<file path="src/meter_cmd_defines.svh">
// offsets, field positions, codes and reset values of the command telegram block
`ifndef METER_CMD_DEFINES_SVH
`define METER_CMD_DEFINES_SVH

// register map, one byte per address
`define MC_ADDR_W 5
`define MC_OFS_IMAGE 5'h00
`define MC_OFS_IMAGE_LAST 5'h0f
`define MC_OFS_STATUS 5'h10
`define MC_IMAGE_BYTES 16
`define MC_HDR_BYTES 4
`define MC_DATA_BYTES 12

// header byte 0 fields
`define MC_TYPE_MSB 6
`define MC_TYPE_LSB 4
`define MC_TYPE_CMD 3'h4
`define MC_RSV_BIT 7
// header byte 2 fields
`define MC_LEN_MSB 7
`define MC_LEN_LSB 4
`define MC_DSI_MSB 3
`define MC_DSI_LSB 0

// command codes
`define MC_CODE_CLR_CNT 8'h01
`define MC_CODE_CLR_STAT 8'h03
`define MC_CODE_VERSION 8'h04
`define MC_CODE_HOLD 8'h06
`define MC_CODE_METER 8'h07

// user data lengths in bytes
`define MC_LEN_NONE 4'h0
`define MC_LEN_STAT 4'h4
`define MC_LEN_HOLD 4'h4
`define MC_LEN_METER 4'h6
`define MC_LEN_VERSION 4'ha

// measurand identifiers accepted by the meter write
`define MC_METER_ID_MIN 8'h03
`define MC_METER_ID_MAX 8'h08

// communication status codes
`define MC_ST_OK 4'h0
`define MC_ST_BAD_CODE 4'h1
`define MC_ST_BAD_LEN 4'h2
`define MC_ST_BAD_ARG 4'h3
`define MC_ST_BAD_TYPE 4'h4

// reset values
`define MC_RESET_BYTE 8'h00
`define MC_RESET_WORD 32'h0000_0000

`endif

</file>
<file path="src/meter_cmd_pkg.sv">
// types shared by the command telegram modules
`default_nettype none
package meter_cmd_pkg;

  // command kinds after decoding
  typedef enum logic [2:0] {
    CK_NONE = 3'b000,
    CK_CLR_CNT = 3'b001,
    CK_CLR_STAT = 3'b010,
    CK_VERSION = 3'b011,
    CK_HOLD = 3'b100,
    CK_METER = 3'b101
  } cmd_kind_e;

  // telegram engine states
  typedef enum logic [0:0] {
    ST_IDLE = 1'b0,
    ST_EXEC = 1'b1
  } eng_state_e;

  typedef logic [7:0] byte_t;

endpackage
`default_nettype wire

</file>
<file path="src/cmd_decode_if.sv">
// carries a command code to the decoder and its verdict back
`timescale 1ns/100ps
`default_nettype none
interface cmd_decode_if;
  logic [7:0] cmdCode;
  logic [3:0] reqLen;
  logic codeKnown;
  logic lenOk;
  logic [3:0] rspLen;
  meter_cmd_pkg::cmd_kind_e kind;

  modport engine (output cmdCode, output reqLen, input codeKnown, input lenOk, input rspLen, input kind);
  modport decoder (input cmdCode, input reqLen, output codeKnown, output lenOk, output rspLen, output kind);
endinterface
`default_nettype wire

</file>
<file path="src/meter_command_telegram.sv">
// command telegram engine of the energy meter process image
//
// Our own choices: the plain strobed port and the register addresses.
`timescale 1ns/100ps
`default_nettype none
`include "meter_cmd_defines.svh"

// What this block does
// - byte 1 holds command code 01, 03, 04, 06 or 07
// - clear status takes four mask bytes and echoes them back
// - meter write data: measurand id 3..8, overflow byte, four-byte value
// - code 01 clears all energy counters, ignores data, answers no data
// - code 04 answers ten version bytes, request data ignored
// - answer byte 0 is type 100, bit 7 zero, low nibble comm status
// - answer byte 1 echoes the received command code
// - answer byte 2 upper nibble is the returned data length
// - answer byte 3 is common status; request byte 3 disregarded
// - multi-byte user data follow the configured byte order, save protocol version and chip date, always sent high byte first
// - reduced variant implements neither holding read nor meter write
// - version reply: bytes 2..0 firmware, 5..3 protocol, 9..6 chip date
module meter_command_telegram #(
  parameter bit FULL_CMDS = 1'b1
) (
  input wire logic clk_sys,
  input wire logic reset_n,
  // process image port
  input wire logic [`MC_ADDR_W-1:0] regAddr,
  input wire logic [7:0] regWrData,
  input wire logic regWrite,
  input wire logic regRead,
  output logic [7:0] regRdData,
  // configuration and measurement core
  input wire logic bigEndian,
  input wire logic [7:0] commonStatus,
  input wire logic [23:0] fwVersion,
  input wire logic [23:0] protoVersion,
  input wire logic [31:0] chipDate,
  input wire logic [31:0] holdData,
  output logic clearCounters,
  output logic clearStatus,
  output logic [31:0] statusMask,
  output logic holdRead,
  output logic meterWrite,
  output logic [7:0] meterId,
  output logic [7:0] meterOverflow,
  output logic [31:0] meterValue,
  output logic [3:0] datasetIndex
);

  // request and answer images
  meter_cmd_pkg::byte_t req_q [`MC_IMAGE_BYTES];
  meter_cmd_pkg::byte_t rsp_q [`MC_IMAGE_BYTES];
  meter_cmd_pkg::byte_t rsp_d [`MC_IMAGE_BYTES];
  meter_cmd_pkg::eng_state_e state_q;
  meter_cmd_pkg::eng_state_e state_d;
  logic submit;
  logic execNow;
  logic rspSeq_q;
  logic [7:0] rdData_q;
  logic [7:0] rdNext;
  logic [3:0] commStat;
  logic actOk;
  logic typeOk;
  logic idOk;
  logic [31:0] reqWord0;
  logic [31:0] reqWord2;
  logic [31:0] fwWord;
  logic [31:0] holdWord;
  logic [3:0] reqDsi;
  logic isClrCnt;
  logic isClrStat;
  logic isHold;
  logic isMeter;

  cmd_decode_if dec ();

  cmd_decode #(
    .FULL_CMDS(FULL_CMDS)
  ) u_decode (
    .dec(dec)
  );

  // reorder four bytes into a word by byte order
  function automatic logic [31:0] pack4(
    input logic [7:0] a,
    input logic [7:0] b,
    input logic [7:0] c,
    input logic [7:0] d,
    input logic big
  );
    pack4 = big ? {a, b, c, d} : {d, c, b, a};
  endfunction

  // byte k of a word as it goes out, by byte order
  function automatic logic [7:0] wordByte(
    input logic [31:0] w,
    input logic [1:0] k,
    input logic big
  );
    logic [1:0] sel;
    // the cast keeps the reversed index at two bits
    sel = big ? 2'(2'h3 - k) : k;
    wordByte = w[8*sel +: 8];
  endfunction

  // request writes; writing header byte 0 submits the telegram
  // byte 0 goes last, so the rest of the telegram already stands when it runs
  assign submit = regWrite && (regAddr == `MC_OFS_IMAGE);

  // request image, kept per byte
  genvar gi;
  generate
    for (gi = 0; gi < `MC_IMAGE_BYTES; gi++) begin : g_req
      always_ff @(posedge clk_sys) begin
        if (!reset_n) begin
          req_q[gi] <= `MC_RESET_BYTE;
        end else if (regWrite && regAddr == 5'(gi)) begin
          req_q[gi] <= regWrData;
        end
      end
    end
  endgenerate

  // engine state: one execute cycle per submitted telegram
  // a submit during execute runs once more with the newer bytes
  always_comb begin
    state_d = state_q;
    unique case (state_q)
      meter_cmd_pkg::ST_IDLE: begin
        if (submit) begin
          state_d = meter_cmd_pkg::ST_EXEC;
        end
      end
      meter_cmd_pkg::ST_EXEC: begin
        state_d = submit ? meter_cmd_pkg::ST_EXEC : meter_cmd_pkg::ST_IDLE;
      end
    endcase
  end

  always_ff @(posedge clk_sys) begin
    if (!reset_n) begin
      state_q <= meter_cmd_pkg::ST_IDLE;
    end else begin
      state_q <= state_d;
    end
  end

  assign execNow = (state_q == meter_cmd_pkg::ST_EXEC);

  // decoder feed
  // command code taken from byte 1
  assign dec.cmdCode = req_q[1];
  assign dec.reqLen = req_q[2][`MC_LEN_MSB:`MC_LEN_LSB];

  assign reqDsi = req_q[2][`MC_DSI_MSB:`MC_DSI_LSB];

  // only type 100 counts, error nibble unread
  assign typeOk = (req_q[0][`MC_TYPE_MSB:`MC_TYPE_LSB] == `MC_TYPE_CMD);

  // user data words in configured order
  assign reqWord0 = pack4(req_q[4], req_q[5], req_q[6], req_q[7], bigEndian);
  assign reqWord2 = pack4(req_q[6], req_q[7], req_q[8], req_q[9], bigEndian);
  assign fwWord = {8'h00, fwVersion};
  assign holdWord = holdData;

  // measurand id must lie in 3..8
  assign idOk = (req_q[4] >= `MC_METER_ID_MIN) && (req_q[4] <= `MC_METER_ID_MAX);

  // communication status in priority order
  // a wrong telegram type outranks all else, so foreign telegrams never act
  always_comb begin
    if (!typeOk) begin
      commStat = `MC_ST_BAD_TYPE;
    end else if (!dec.codeKnown) begin
      commStat = `MC_ST_BAD_CODE;
    end else if (!dec.lenOk) begin
      commStat = `MC_ST_BAD_LEN;
    end else if (dec.kind == meter_cmd_pkg::CK_METER && !idOk) begin
      commStat = `MC_ST_BAD_ARG;
    end else begin
      commStat = `MC_ST_OK;
    end
  end

  assign actOk = execNow && (commStat == `MC_ST_OK);

  // one decoded kind per accepted telegram
  assign isClrCnt = actOk && (dec.kind == meter_cmd_pkg::CK_CLR_CNT);
  assign isClrStat = actOk && (dec.kind == meter_cmd_pkg::CK_CLR_STAT);
  assign isHold = actOk && (dec.kind == meter_cmd_pkg::CK_HOLD);
  assign isMeter = actOk && (dec.kind == meter_cmd_pkg::CK_METER);

  // answer image built from the decoded command
  always_comb begin
    for (int i = 0; i < `MC_IMAGE_BYTES; i++) begin
      rsp_d[i] = `MC_RESET_BYTE;
    end
    // type 100, bit 7 clear, status nibble
    rsp_d[0] = {1'b0, `MC_TYPE_CMD, commStat};
    rsp_d[1] = req_q[1];
    rsp_d[2] = {(commStat == `MC_ST_OK) ? dec.rspLen : `MC_LEN_NONE, reqDsi};
    rsp_d[3] = commonStatus;
    if (commStat == `MC_ST_OK) begin
      unique case (dec.kind)
        meter_cmd_pkg::CK_CLR_STAT: begin
          for (int i = 4; i < 8; i++) begin
            rsp_d[i] = req_q[i];
          end
        end
        meter_cmd_pkg::CK_VERSION: begin
          for (int i = 0; i < 3; i++) begin
            // three bytes of a four-byte word: the empty top byte is skipped in both orders
            rsp_d[4+i] = wordByte(fwWord, bigEndian ? 2'(i + 1) : 2'(i), bigEndian);
          end
          rsp_d[7] = protoVersion[23:16];
          rsp_d[8] = protoVersion[15:8];
          rsp_d[9] = protoVersion[7:0];
          rsp_d[10] = chipDate[31:24];
          rsp_d[11] = chipDate[23:16];
          rsp_d[12] = chipDate[15:8];
          rsp_d[13] = chipDate[7:0];
        end
        meter_cmd_pkg::CK_HOLD: begin
          for (int i = 0; i < 4; i++) begin
            rsp_d[4+i] = wordByte(holdWord, 2'(i), bigEndian);
          end
        end
        meter_cmd_pkg::CK_METER: begin
          for (int i = 4; i < 10; i++) begin
            rsp_d[i] = req_q[i];
          end
        end
        default: begin
          rsp_d[4] = `MC_RESET_BYTE;
        end
      endcase
    end
  end

  // answer image updates in the execute cycle
  // the toggle tells software that a fresh answer stands
  always_ff @(posedge clk_sys) begin
    if (!reset_n) begin
      for (int i = 0; i < `MC_IMAGE_BYTES; i++) begin
        rsp_q[i] <= `MC_RESET_BYTE;
      end
      rspSeq_q <= 1'b0;
    end else if (execNow) begin
      for (int i = 0; i < `MC_IMAGE_BYTES; i++) begin
        rsp_q[i] <= rsp_d[i];
      end
      rspSeq_q <= ~rspSeq_q;
    end
  end

  // action pulses toward the measurement core
  always_ff @(posedge clk_sys) begin
    if (!reset_n) begin
      clearCounters <= 1'b0;
      clearStatus <= 1'b0;
      holdRead <= 1'b0;
      meterWrite <= 1'b0;
    end else begin
      clearCounters <= isClrCnt;
      clearStatus <= isClrStat;
      holdRead <= isHold;
      meterWrite <= isMeter;
    end
  end

  // dataset index of the last accepted command
  always_ff @(posedge clk_sys) begin
    if (!reset_n) begin
      datasetIndex <= 4'h0;
    end else if (actOk) begin
      datasetIndex <= reqDsi;
    end
  end

  // status mask held beside its pulse
  always_ff @(posedge clk_sys) begin
    if (!reset_n) begin
      statusMask <= `MC_RESET_WORD;
    end else if (isClrStat) begin
      statusMask <= reqWord0;
    end
  end

  // meter arguments taken as integer bits
  always_ff @(posedge clk_sys) begin
    if (!reset_n) begin
      meterId <= `MC_RESET_BYTE;
      meterOverflow <= `MC_RESET_BYTE;
      meterValue <= `MC_RESET_WORD;
    end else if (isMeter) begin
      meterId <= req_q[4];
      meterOverflow <= req_q[5];
      meterValue <= reqWord2;
    end
  end

  // read mux: answer image, engine status, else zero
  // the image index drops bit 4, safe since only 0x00..0x0f reach it
  always_comb begin
    rdNext = `MC_RESET_BYTE;
    if (regAddr <= `MC_OFS_IMAGE_LAST) begin
      rdNext = rsp_q[regAddr[3:0]];
    end else if (regAddr == `MC_OFS_STATUS) begin
      rdNext = {6'h00, rspSeq_q, execNow};
    end
  end

  // read data stand one cycle after the strobe only
  // zero outside the answer cycle, so a stale byte never looks like data
  always_ff @(posedge clk_sys) begin
    if (!reset_n) begin
      rdData_q <= `MC_RESET_BYTE;
    end else begin
      rdData_q <= regRead ? rdNext : `MC_RESET_BYTE;
    end
  end

  assign regRdData = rdData_q;

endmodule // meter_command_telegram
`default_nettype wire

</file>
<file path="src/cmd_decode.sv">
// command code decoder: kind, expected request length, answer length
`timescale 1ns/100ps
`default_nettype none
`include "meter_cmd_defines.svh"
module cmd_decode #(
  parameter bit FULL_CMDS = 1'b1
) (
  cmd_decode_if.decoder dec
);

  logic [3:0] expLen;

  // map code to kind, lengths follow from it
  always_comb begin
    dec.kind = meter_cmd_pkg::CK_NONE;
    expLen = `MC_LEN_NONE;
    dec.rspLen = `MC_LEN_NONE;
    unique case (dec.cmdCode)
      `MC_CODE_CLR_CNT: begin
        dec.kind = meter_cmd_pkg::CK_CLR_CNT;
      end
      `MC_CODE_CLR_STAT: begin
        dec.kind = meter_cmd_pkg::CK_CLR_STAT;
        expLen = `MC_LEN_STAT;
        dec.rspLen = `MC_LEN_STAT;
      end
      `MC_CODE_VERSION: begin
        dec.kind = meter_cmd_pkg::CK_VERSION;
        dec.rspLen = `MC_LEN_VERSION;
      end
      `MC_CODE_HOLD: begin
        if (FULL_CMDS) begin
          dec.kind = meter_cmd_pkg::CK_HOLD;
          dec.rspLen = `MC_LEN_HOLD;
        end
      end
      `MC_CODE_METER: begin
        if (FULL_CMDS) begin
          dec.kind = meter_cmd_pkg::CK_METER;
          expLen = `MC_LEN_METER;
          dec.rspLen = `MC_LEN_METER;
        end
      end
      default: begin
        dec.kind = meter_cmd_pkg::CK_NONE;
      end
    endcase
  end

  assign dec.codeKnown = (dec.kind != meter_cmd_pkg::CK_NONE);
  assign dec.lenOk = (dec.reqLen == expLen);

endmodule // cmd_decode
`default_nettype wire

</file>
<file path="config.mk">
export PLATFORM = sky130hd
export DESIGN_NAME = meter_command_telegram
export DESIGN_NICKNAME = d
export VERILOG_FILES = /design/src/meter_cmd_pkg.sv /design/src/cmd_decode_if.sv /design/src/meter_command_telegram.sv /design/src/cmd_decode.sv
export VERILOG_INCLUDE_DIRS = /design/src
export SDC_FILE = /design/constraint.sdc
export NUM_CORES = 1
export LEC_CHECK = 0
export BUFFER_PORTS_ARGS = -buffer_cell sky130_fd_sc_hd__buf_2
export CAP_MARGIN = 40
export CORE_ASPECT_RATIO = 2
export CORE_MARGIN = 2
export CORE_UTILIZATION = 39
export DETAILED_ROUTE_END_ITERATION = 8
export GPL_ROUTABILITY_DRIVEN = 0
export SETUP_SLACK_MARGIN = 0.5
export SYNTH_ARGS = -nofsm -noshare
export SYNTH_HDL_FRONTEND = slang
export SYNTH_SLANG_ARGS = --single-unit
export TNS_END_PERCENT = 5
</file>
<file path="constraint.sdc">
create_clock -name clk_sys -period 6 [get_ports clk_sys]
set_input_delay 0.6 -clock clk_sys [delete_from_list [all_inputs] [get_ports clk_sys]]
set_output_delay 0.6 -clock clk_sys [all_outputs]
set_load 0.03 [all_outputs]
</file>
# Word level (Yosys, flattened, before mapping)
# Memory sizes are Yosys's and may differ from the RTL's.
# Cells that the tools add are included.
# classes
shift	7
magnitude_cmp	3
n_bitwise	33
n_eq_ne	28
n_addsub	3
mux	110
n_reduce_logical	30
# op_table
operator	n
two-way mux 8 bit	33
indexed part select 32 x 6 -> 8 bit	7
two-way mux 32 bit	3
two-way mux 80 bit	1
case mux 24 bit (3 select lines)	1
two-way mux 1 bit	54
equality test 5 x 4 -> 1 bit (second input constant)	8
bitwise OR 1 bit	32
case mux 16 bit (2 select lines)	1
equality test 8 x 3 -> 1 bit (second input constant)	3
case mux 8 bit (3 select lines)	1
logical AND 1 bit	23
two-way mux 2 bit	11
equality test 5 x 3 -> 1 bit (second input constant)	4
case mux 3 bit (5 select lines)	1
case mux 4 bit (3 select lines)	1
equality test 5 x 2 -> 1 bit (second input constant)	2
equality test 3 bit (second input constant)	3
equality test 8 x 1 -> 1 bit (second input constant)	1
equality test 8 x 2 -> 1 bit (second input constant)	1
greater-or-equal comparator 8 x 2 -> 1 bit (second input constant)	1
<= comparator 8 x 4 -> 1 bit (second input constant)	1
equality test 3 x 2 -> 1 bit (second input constant)	2
case mux 3 bit (2 select lines)	1
other kinds (16)	18
# word_totals
word_cells	228
mem_count	2
in_bits	138
ram_bits	256
output_inout_bits	96
reg_bits	98
# mem_list
name	depth	width	read_ports	rd_ports_with_merged_regs	write_ports	line_no	text
req_q	16	8	9	0	16	meter_command_telegram.sv:51	meter_cmd_pkg::byte_t req_q [`MC_IMAGE_BYTES];
rsp_q	16	8	1	0	16	meter_command_telegram.sv:52	meter_cmd_pkg::byte_t rsp_q [`MC_IMAGE_BYTES];

# Longest topological paths before layout
# Gate-level depths: netlist of the first run.
# An unclocked memory read counts as a cell.
# logic_depth
depth_word	12
ltp_mapped	8
ltp_nobuf	5

# By module
# A second synthesis of the first run with hierarchy kept.
# hier_totals
cells_unflattened	1122
area_unflattened_um2	13075.0
# modules_own_cells
module	area_each_um2	seq_area_each_um2	instances	cells_each
meter_command_telegram	12878.6	7206.9	1	1089
cmd_decode	196.4	0.0	1	33

# Worst setup path after synthesis of the first run
# No wires, ideal clock.
# synth_path
path_type	input to register
start	input port reset_n
end	memory rsp_q[0][0] (netlist bit), enable pin
setup_ns	0.975
required_ns	5.025
n_path_buf	2
arrival_ns	2.954
slack_ns	2.072
path_stages	3
cell_sequence	clkbuf_1 -> buf_1 -> nand2b_1
# synth_rtl
item	line_no	text
start: declaration	meter_command_telegram.sv:25	input wire logic reset_n,
end: declaration	meter_command_telegram.sv:52	

==> results.rst, run 1 <==
.. list-table::
   :header-rows: 1

   * - Metric
     - Value
   * - Clock latency at the later pin of the worst-skew pair
     - ~0.56 ns
   * - Die H
     - between 200 and 300 µm
   * - CTS root buffer
     - sky130_fd_sc_hd__clkbuf_16
   * - Global-route wire length before repair
     - 60.4 mm
   * - Uppermost routed layer
     - met4
   * - Per-instance average area after synthesis
     - ~11 µm²
   * - RSZ-0062 raised after global routing
     - no
   * - Post-placement cell area
     - 14300 µm²
   * - Sum of met2 wire segment lengths after detailed routing
     - 21.2 mm
   * - Post-synthesis instance area
     - approximately 13000 µm²
   * - Final instance area
     - about 15000 µm²
   * - Status
     - finished, final reports clean
   * - Number of buffers added on ports
     - 233
   * - Register bit count reported by yosys
     - 272
   * - Peak clock frequency supported by timing
     - between 0.3 and 0.4 GHz
   * - Post_cts resized
     - 0
   * - Minimum period implied by the final worst setup slack
     - 3.09 ns
   * - Antenna Violating Nets Remaining
     - 0
   * - Worst Tran Pin Value
     - about 0.85 ns
   * - Final cell count without fillers
     - about 1800
   * - Synth-to-Final Area Change
     - 19.2%
   * - Power Total
     - 4080 µW
   * - Largest net degree at the start of global routing
     - 85
   * - DR vias
     - 9821
   * - Setup Buffers After CTS
     - 0
   * - Power density over the cells
     - around 270 nW/µm²
   * - Ratio of cells with drive above 1 in the final layout
     - 0.288
   * - Cell count after placement
     - 1715
   * - # H-tree levels
     - 1
   * - Peak supply drop
     - around 200 µV
   * - Width of the die
     - 132 µm
   * - Number of setup violations in the final report
     - 0
   * - DR WL met3
     - 2.85 mm
   * - Setup TNS
     - 0 ns
   * - Distinct cell type count after synthesis
     - just under 50
   * - Row count
     - between 90 and 100
   * - Clock slew seen by the registers of the worst setup and hold paths
     - 0.07 ns
   * - Detailed placer's ending HPWL
     - around 31 mm
   * - Antenna fix cells
     - 0
   * - Syn. warnings
     - 0
   * - DRC viols
     - 0
   * - Post-synthesis instance total
     - 1123
   * - Die area
     - 34300 µm²
   * - Hold-fix buffers, CTS
     - 0
   * - Number of clock buffers inserted by TritonCTS
     - 25
   * - Most common flop cell mapped by yosys
     - sky130_fd_sc_hd__edfxtp_1
   * - Detail-routed net length per standard cell
     - 23.7 µm
   * - Endpoint arrival time on the critical path
     - roughly 3.5 ns
   * - Maximum buffer depth of the clock tree
     - 3
   * - Net count, final
     - 1453
   * - Total core area
     - 32200 µm²
   * - Clock tree from TritonCTS
     - yes
   * - Clock skew after layout
     - 0.0220 ns
   * - HP Class
     - input port to flip-flop
   * - Critical setup path kind
     - flip-flop to flip-flop
   * - Proportion of synthesized flip-flops having asynchronous set or reset
     - 0
   * - Worst hold-check slack
     - 0.325 ns
   * - Maximum net fanout on the critical path
     - 32
   * - Final number of max-transition violations
     - 0
   * - Total wirelength of the detailed-routed design
     - 41.7 mm
   * - Rel. slew slack
     - 0.432
   * - Proportion of synthesized chip area in sequential cells
     - 0.562
   * - CP startpoint kind
     - flip-flop
   * - Filler cell count
     - 3071
   * - Ports placed on the boundary
     - 234
   * - DRT Pass-1 Iters
     - 5
   * - Initial antenna violation count
     - 0
   * - Tot GR Track Use
     - 0.237
   * - Hold Violations, Final
     - 0
   * - Number of nets in the synthesized netlist
     - 1261
   * - # clock sinks
     - around 270
   * - Number of enable flip-flop cells after synthesis
     - approximately 170
   * - Number of maximum-capacitance constraint violations
     - 0
   * - Detailed-route vias per instance
     - 5.58
   * - Met1 wire length
     - 15.0 mm
   * - Crit path required time
     - between 6 and 7 ns
   * - Vias in the first global route
     - 9682
   * - Share of the clock period used by the worst path
     - 0.516
   * - DRC marker count from the first detailed-route iteration
     - 984
   * - Starting density of the core
     - 0.396
   * - Reported leakage power
     - 0.00646 µW
   * - CP Capture Type
     - flip-flop
   * - Overflow left after global routing
     - 0
==> worst paths after layout <==
kind | start | end | slack [ns] | cells past startpoint
worst max-delay path | req_q[0][11]$_SDFFCE_PN0P_ | rsp_q[4][3]$_SDFFCE_PN0P_ | 2.91 | 6
worst min register to register | meterValue[29]$_SDFFE_PN0P_ | meterValue[29]$_SDFFE_PN0P_ | 0.47 | 2
worst max register to register | req_q[0][11]$_SDFFCE_PN0P_ | rsp_q[4][3]$_SDFFCE_PN0P_ | 2.91 | 6
worst min-delay path | chipDate[14] | rsp_q[12][6]$_SDFFCE_PN0P_ | 0.32 | 2
==> layer usage <==
| metal | global-route usage | vias to the layer above |
|---|---|---|
| li1 | - | 4549 |
| met1 | 0.272 | 4689 |
| met2 | 0.420 | 486 |
| met3 | 0.0287 | 97 |
| met4 | 0.144 | 0 |
| met5 | 0 | - |
==> layout make-up <==
cell class              count  area [µm²]  share of cell area
clock buffers              35         756              0.0497
well taps                 427         534              0.0351
inverters                   7        26.3             0.00173
repair buffers            257        1370              0.0901
clock inverters            11         128             0.00839
flip-flops and latches    272        7180               0.472
multi-input cells         752        5230               0.343
==> synthesized netlist by cell type (13+ instances only) <==
| library cell | n | area, µm² |
|---|---|---|
| sky130_fd_sc_hd__a21oi_1 | 87 | 435 |
| sky130_fd_sc_hd__a22oi_1 | 32 | 240 |
| sky130_fd_sc_hd__and2_1 | 106 | 663 |
| sky130_fd_sc_hd__and3_1 | 25 | 156 |
| sky130_fd_sc_hd__buf_2 | 13 | 65.1 |
| sky130_fd_sc_hd__clkbuf_1 | 69 | 259 |
| sky130_fd_sc_hd__dfxtp_1 | 99 | 1980 |
| sky130_fd_sc_hd__edfxtp_1 | 173 | 5190 |
| sky130_fd_sc_hd__mux2_2 | 54 | 608 |
| sky130_fd_sc_hd__mux2i_1 | 31 | 310 |
| sky130_fd_sc_hd__mux4_2 | 22 | 495 |
| sky130_fd_sc_hd__nand2_1 | 120 | 450 |
| sky130_fd_sc_hd__nand3_1 | 48 | 240 |
| sky130_fd_sc_hd__nor2_1 | 30 | 113 |
| sky130_fd_sc_hd__nor2b_1 | 25 | 156 |
| sky130_fd_sc_hd__o211a_1 | 48 | 480 |
| sky130_fd_sc_hd__o211ai_1 | 16 | 120 |
| sky130_fd_sc_hd__o21ai_0 | 41 | 205 |
==> critical path: stages (launching register included) <==
cell and delay, ns:
sky130_fd_sc_hd__edfxtp_1 0.39, sky130_fd_sc_hd__or4_1 0.71, sky130_fd_sc_hd__nor4_1 0.44, sky130_fd_sc_hd__o21a_1 0.71, sky130_fd_sc_hd__o221ai_2 0.19, sky130_fd_sc_hd__buf_4 0.28
sky130_fd_sc_hd__a21oi_1 0.19
==> layout by cell type (no fill, tap or decap), drive strengths merged, types with 3 or more instances in the layout <==
cell	count
buf	257
nor2b	25
nor2	30
o22ai	8
nand3b	5
nand3	48
mux2	54
nor4	5
nand2	120
mux2i	31
and3	25
o211a	48
a221oi	3
clkbuf	35
dfxtp	99
inv	8
and2	106
clkinv	8
a21oi	87
nor4b	3
edfxtp	173
a222oi	6
nor3b	3
mux4	22
o211ai	16
o21ai	41
nand2b	7
nor3	8
a22oi	32
==> cells by family after synthesis <==
kind of cell,count (synthesis),share of synthesized area
simple gates,394,0.163
mux,107,0.111
flops,272,0.562
xor+xnor,1,0.000686
compound gates,250,0.133
buf+inv,99,0.0310
==> power breakdown <==
| part | internal (µW) | switching (µW) |
|---|---|---|
| logic | 119 | 178 |
| registers | 2030 | 52.9 |
| clock network | 975 | 719 |
==> stage by stage <==
step / setup slack, ns / utilization
finish: 2.91 / 0.472
CTS: 2.92 / 0.472
detailed placement: 2.92 / 0.445
global route: 2.71 / 0.472
global placement: 2.27 / 0.442
floorplan: 2.07 / -
==> registers in the layout, indices dropped and copies added (netlist names) <==
signal,cells
meterOverflow,8
meterWrite,1
datasetIndex,4
meterValue,32
clearStatus,1
rsp_q,107
statusMask,32
rspSeq_q,1
regRdData,8
clearCounters,1
req_q,67
meterId,8
execNow,1
holdRead,1
Power figures use the tool's default switching activity.
==> inputs of run 2 (changes only) <==
clock period = 2.8 ns   (was 6 ns; I/O delays follow)
==> results.rst, run 2 (synthesis results as in run 1) <==
.. list-table::
   :header-rows: 1

   * - Metric
     - Value
   * - Peak clock frequency supported by timing
     - 0.428 GHz (was 0.323 GHz)
   * - Final number of max-transition violations
     - 0 (unchanged)
   * - Crit path required time
     - 3.19 ns (was 6.39 ns)
   * - Registers with the most flip-flops
     - rsp_q x107, req_q x67 (unchanged)
   * - HP Class
     - input port to flip-flop (unchanged)
   * - Status
     - finished, final reports clean (unchanged)
   * - Clock slew seen by the registers of the worst setup and hold paths
     - 0.07 ns (about the same)
   * - Cells along the critical path
     - or4_4, nor4b_4, and2_4, buf_4, a222oi_1, a21oi_1 (was or4_1, nor4_1, o21a_1, o221ai_2, buf_4, a21oi_1)
   * - Largest register FFs
     - 107 (unchanged)
   * - Tot GR Track Use
     - 0.243 (was 0.237)
   * - Clock tree from TritonCTS
     - yes (unchanged)
   * - Register with the most flip-flops
     - rsp_q (unchanged)
   * - Width of the die
     - 132 µm (unchanged)
   * - DRC viols
     - 0 (unchanged)
   * - Number of maximum-capacitance constraint violations
     - 0 (unchanged)
   * - Final setup slack of the worst path
     - 0.463 ns (was 2.91 ns)
   * - Hold Violations, Final
     - 0 (unchanged)
   * - Maximum net fanout on the critical path
     - 10 (was 32)
   * - Number of setup violations in the final report
     - 0 (unchanged)
   * - Peak supply drop
     - 447 µV (was 205 µV)
   * - Total core area
     - 32200 µm² (unchanged)
   * - Worst hold-check slack
     - 0.0155 ns (was 0.325 ns)
   * - Critical path destination
     - rsp_q[4][0]$_SDFFCE_PN0P_ (was rsp_q[4][3]$_SDFFCE_PN0P_)
   * - Initial antenna violation count
     - 0 (unchanged)
   * - Overflow left after global routing
     - 0 (unchanged)
   * - Filler cell count
     - 3013 (was 3071)
   * - DRC marker count from the first detailed-route iteration
     - 960 (was 984)
   * - Clock latency at the later pin of the worst-skew pair
     - 0.56 ns (about the same)
   * - Detailed-route vias per instance
     - 5.59 (was 5.58)
   * - Number of buffers added on ports
     - 233 (unchanged)
   * - # H-tree levels
     - 1 (unchanged)
   * - Critical setup path kind
     - flip-flop to flip-flop (unchanged)
   * - Area of all sequential standard cells
     - 7180 µm² (unchanged)
   * - Depth of the worst register-to-register path
     - 6 (unchanged)
   * - CTS root buffer
     - sky130_fd_sc_hd__clkbuf_16 (unchanged)
   * - Die area
     - 34300 µm² (unchanged)
   * - Maximum buffer depth of the clock tree
     - 3 (unchanged)
   * - Multi-input combinational cell area
     - 5300 µm² (was 5230 µm²)
   * - Launching point of the worst reg2reg path
     - req_q[0][15]$_SDFFCE_PN0P_ (was req_q[0][11]$_SDFFCE_PN0P_)
   * - Synth-to-Final Area Change
     - 23.6% (was 19.2%)
   * - Detail-routed net length per standard cell
     - 23.9 µm (was 23.7 µm)
   * - Leading cell type in the layout, fill and taps excluded
     - sky130_fd_sc_hd__buf_2 (unchanged)
   * - Flop-to-flop setup slack
     - 0.46 ns (was 2.91 ns)
   * - CP startpoint kind
     - flip-flop (unchanged)
   * - Die H
     - 260 µm (unchanged)
   * - Antenna Violating Nets Remaining
     - 0 (unchanged)
   * - Clock skew after layout
     - 0.0287 ns (was 0.0220 ns)
   * - Number of clock buffers inserted by TritonCTS
     - 26 (was 25)
   * - CP Capture Type
     - flip-flop (unchanged)
   * - Share of the clock period used by the worst path
     - 0.835 (was 0.516)
   * - # clock sinks
     - 272 (unchanged)
   * - Worst Tran Pin Value
     - 0.689 ns (was 0.852 ns)
   * - Global-route wire length before repair
     - 62.0 mm (was 60.4 mm)
   * - Antenna fix cells
     - 0 (unchanged)
   * - Setup TNS
     - 0 ns (unchanged)
   * - Vias in the first global route
     - 9708 (was 9682)
   * - Minimum period implied by the final worst setup slack
     - 2.34 ns (was 3.09 ns)
   * - Net count, final
     - 1494 (was 1453)
   * - Delay of the slowest cell on the worst path
     - 0.63 ns (was 0.71 ns)
   * - Total wirelength of the detailed-routed design
     - 43.0 mm (was 41.7 mm)
   * - Slowest stage cell, crit path
     - sky130_fd_sc_hd__or4_4 (was sky130_fd_sc_hd__or4_1)
   * - Top library cells by usage in the layout, fill and taps aside
     - sky130_fd_sc_hd__buf_2, sky130_fd_sc_hd__edfxtp_1, sky130_fd_sc_hd__nand2_1, sky130_fd_sc_hd__and2_1, sky130_fd_sc_hd__dfxtp_1 (unchanged)
   * - Ports placed on the boundary
     - 234 (unchanged)
   * - Power density over the cells
     - 558 nW/µm² (was 268 nW/µm²)
   * - Ratio of cells with drive above 1 in the final layout
     - 0.311 (was 0.288)
   * - Largest net degree at the start of global routing
     - 67 (was 85)
   * - DR vias
     - 10072 (was 9821)
   * - Rel. slew slack
     - 0.541 (was 0.432)
   * - DRT Pass-1 Iters
     - 6 (was 5)
   * - Worst setup path start
     - req_q[0][15]$_SDFFCE_PN0P_ (was req_q[0][11]$_SDFFCE_PN0P_)
   * - Row count
     - 93 (unchanged)
   * - Starting density of the core
     - 0.396 (unchanged)
   * - Worst r2r dst
     - rsp_q[4][0]$_SDFFCE_PN0P_ (was rsp_q[4][3]$_SDFFCE_PN0P_)
   * - Detailed placer's ending HPWL
     - 31.5 mm (was 31.2 mm)
   * - Pre-CTS setup slack
     - 0.236 ns (was 2.92 ns)
   * - Finished Core Util
     - 0.490 (was 0.472)
   * - RSZ-0062 raised after global routing
     - yes (was no)
   * - Endpoint arrival time on the critical path
     - 2.73 ns (was 3.48 ns)
   * - Reported leakage power
     - 0.00673 µW (was 0.00646 µW)
==> run 2: cell type report <==
type,instances,area share
Sequential cell,272,0.455
Multi-Input combinational cell,752,0.336
Timing Repair Buffer,297,0.117
Clock buffer,38,0.0532
Tap cell,427,0.0338
Clock inverter,9,0.00428
Inverter,7,0.00166
==> run 2: worst min-delay path by stage <==
stage	start	to	slack [ns]	depth (start not counted)
after floorplan	rsp_q[0][6]$_SDFFE_PP1N_	rsp_q[0][6]$_SDFFE_PP1N_	0.44	1
after global placement	rsp_q[0][6]$_SDFFE_PP1N_	rsp_q[0][6]$_SDFFE_PP1N_	0.44	1
after detailed placement	datasetIndex[1]$_SDFFE_PN0P_	datasetIndex[1]$_SDFFE_PN0P_	0.46	2
after CTS	chipDate[28]	rsp_q[10][4]$_SDFFCE_PN0P_	0.001	2
after global routing	chipDate[31]	rsp_q[10][7]$_SDFFCE_PN0P_	0.02	2
final	chipDate[30]	rsp_q[10][6]$_SDFFCE_PN0P_	0.02	2
==> run 2: worst max-delay path: cells and delay by family, from the launching register on <==
kind,cells,cell delay (ns)
AND/OR/NAND/NOR,3,1.21
flip-flops,1,0.45
AO/OA/AOI/OAI,2,0.31
buffers and inverters,1,0.21
==> run 2: timing repair <==
| action | CTS | global route |
|---|---|---|
| setup endpoints to repair | 162 | 165 |
| hold buffers | 10 | 0 |
| setup buffers | 5 | 4 |
| gates cloned | 1 | 1 |
| resized for setup | 19 | 8 |
| pin swaps | 4 | 3 |
| hold endpoints to repair | 10 | 0 |
==> run 2: metal layers <==
layer  wire length (µm)  GRT usage
met1              15900      0.284
met4               2820      0.147
met3               2700     0.0283
met5                  0          0
met2              21600      0.425
==> run 2: where the power goes <==
part | switching [µW] | internal, µW | leakage [µW]
Combinational | 405 | 283 | 0.00370
Sequential | 107 | 4350 | 0.00258
Clock | 1570 | 2090 | 0.000451
Total | 2080 | 6730 | 0.00673
==> run 2: stage by stage <==
step           cell area (µm²)  std cells  power [µW]
5_1_grt                  15800       1802        9060
4_1_cts                  15700       1797        8850
3_3_place_gp             14500       1734        5200
3_5_place_dp             14500       1734        5200
6_report                 15800       1802        8810
2_1_floorplan            12800       1123        4840
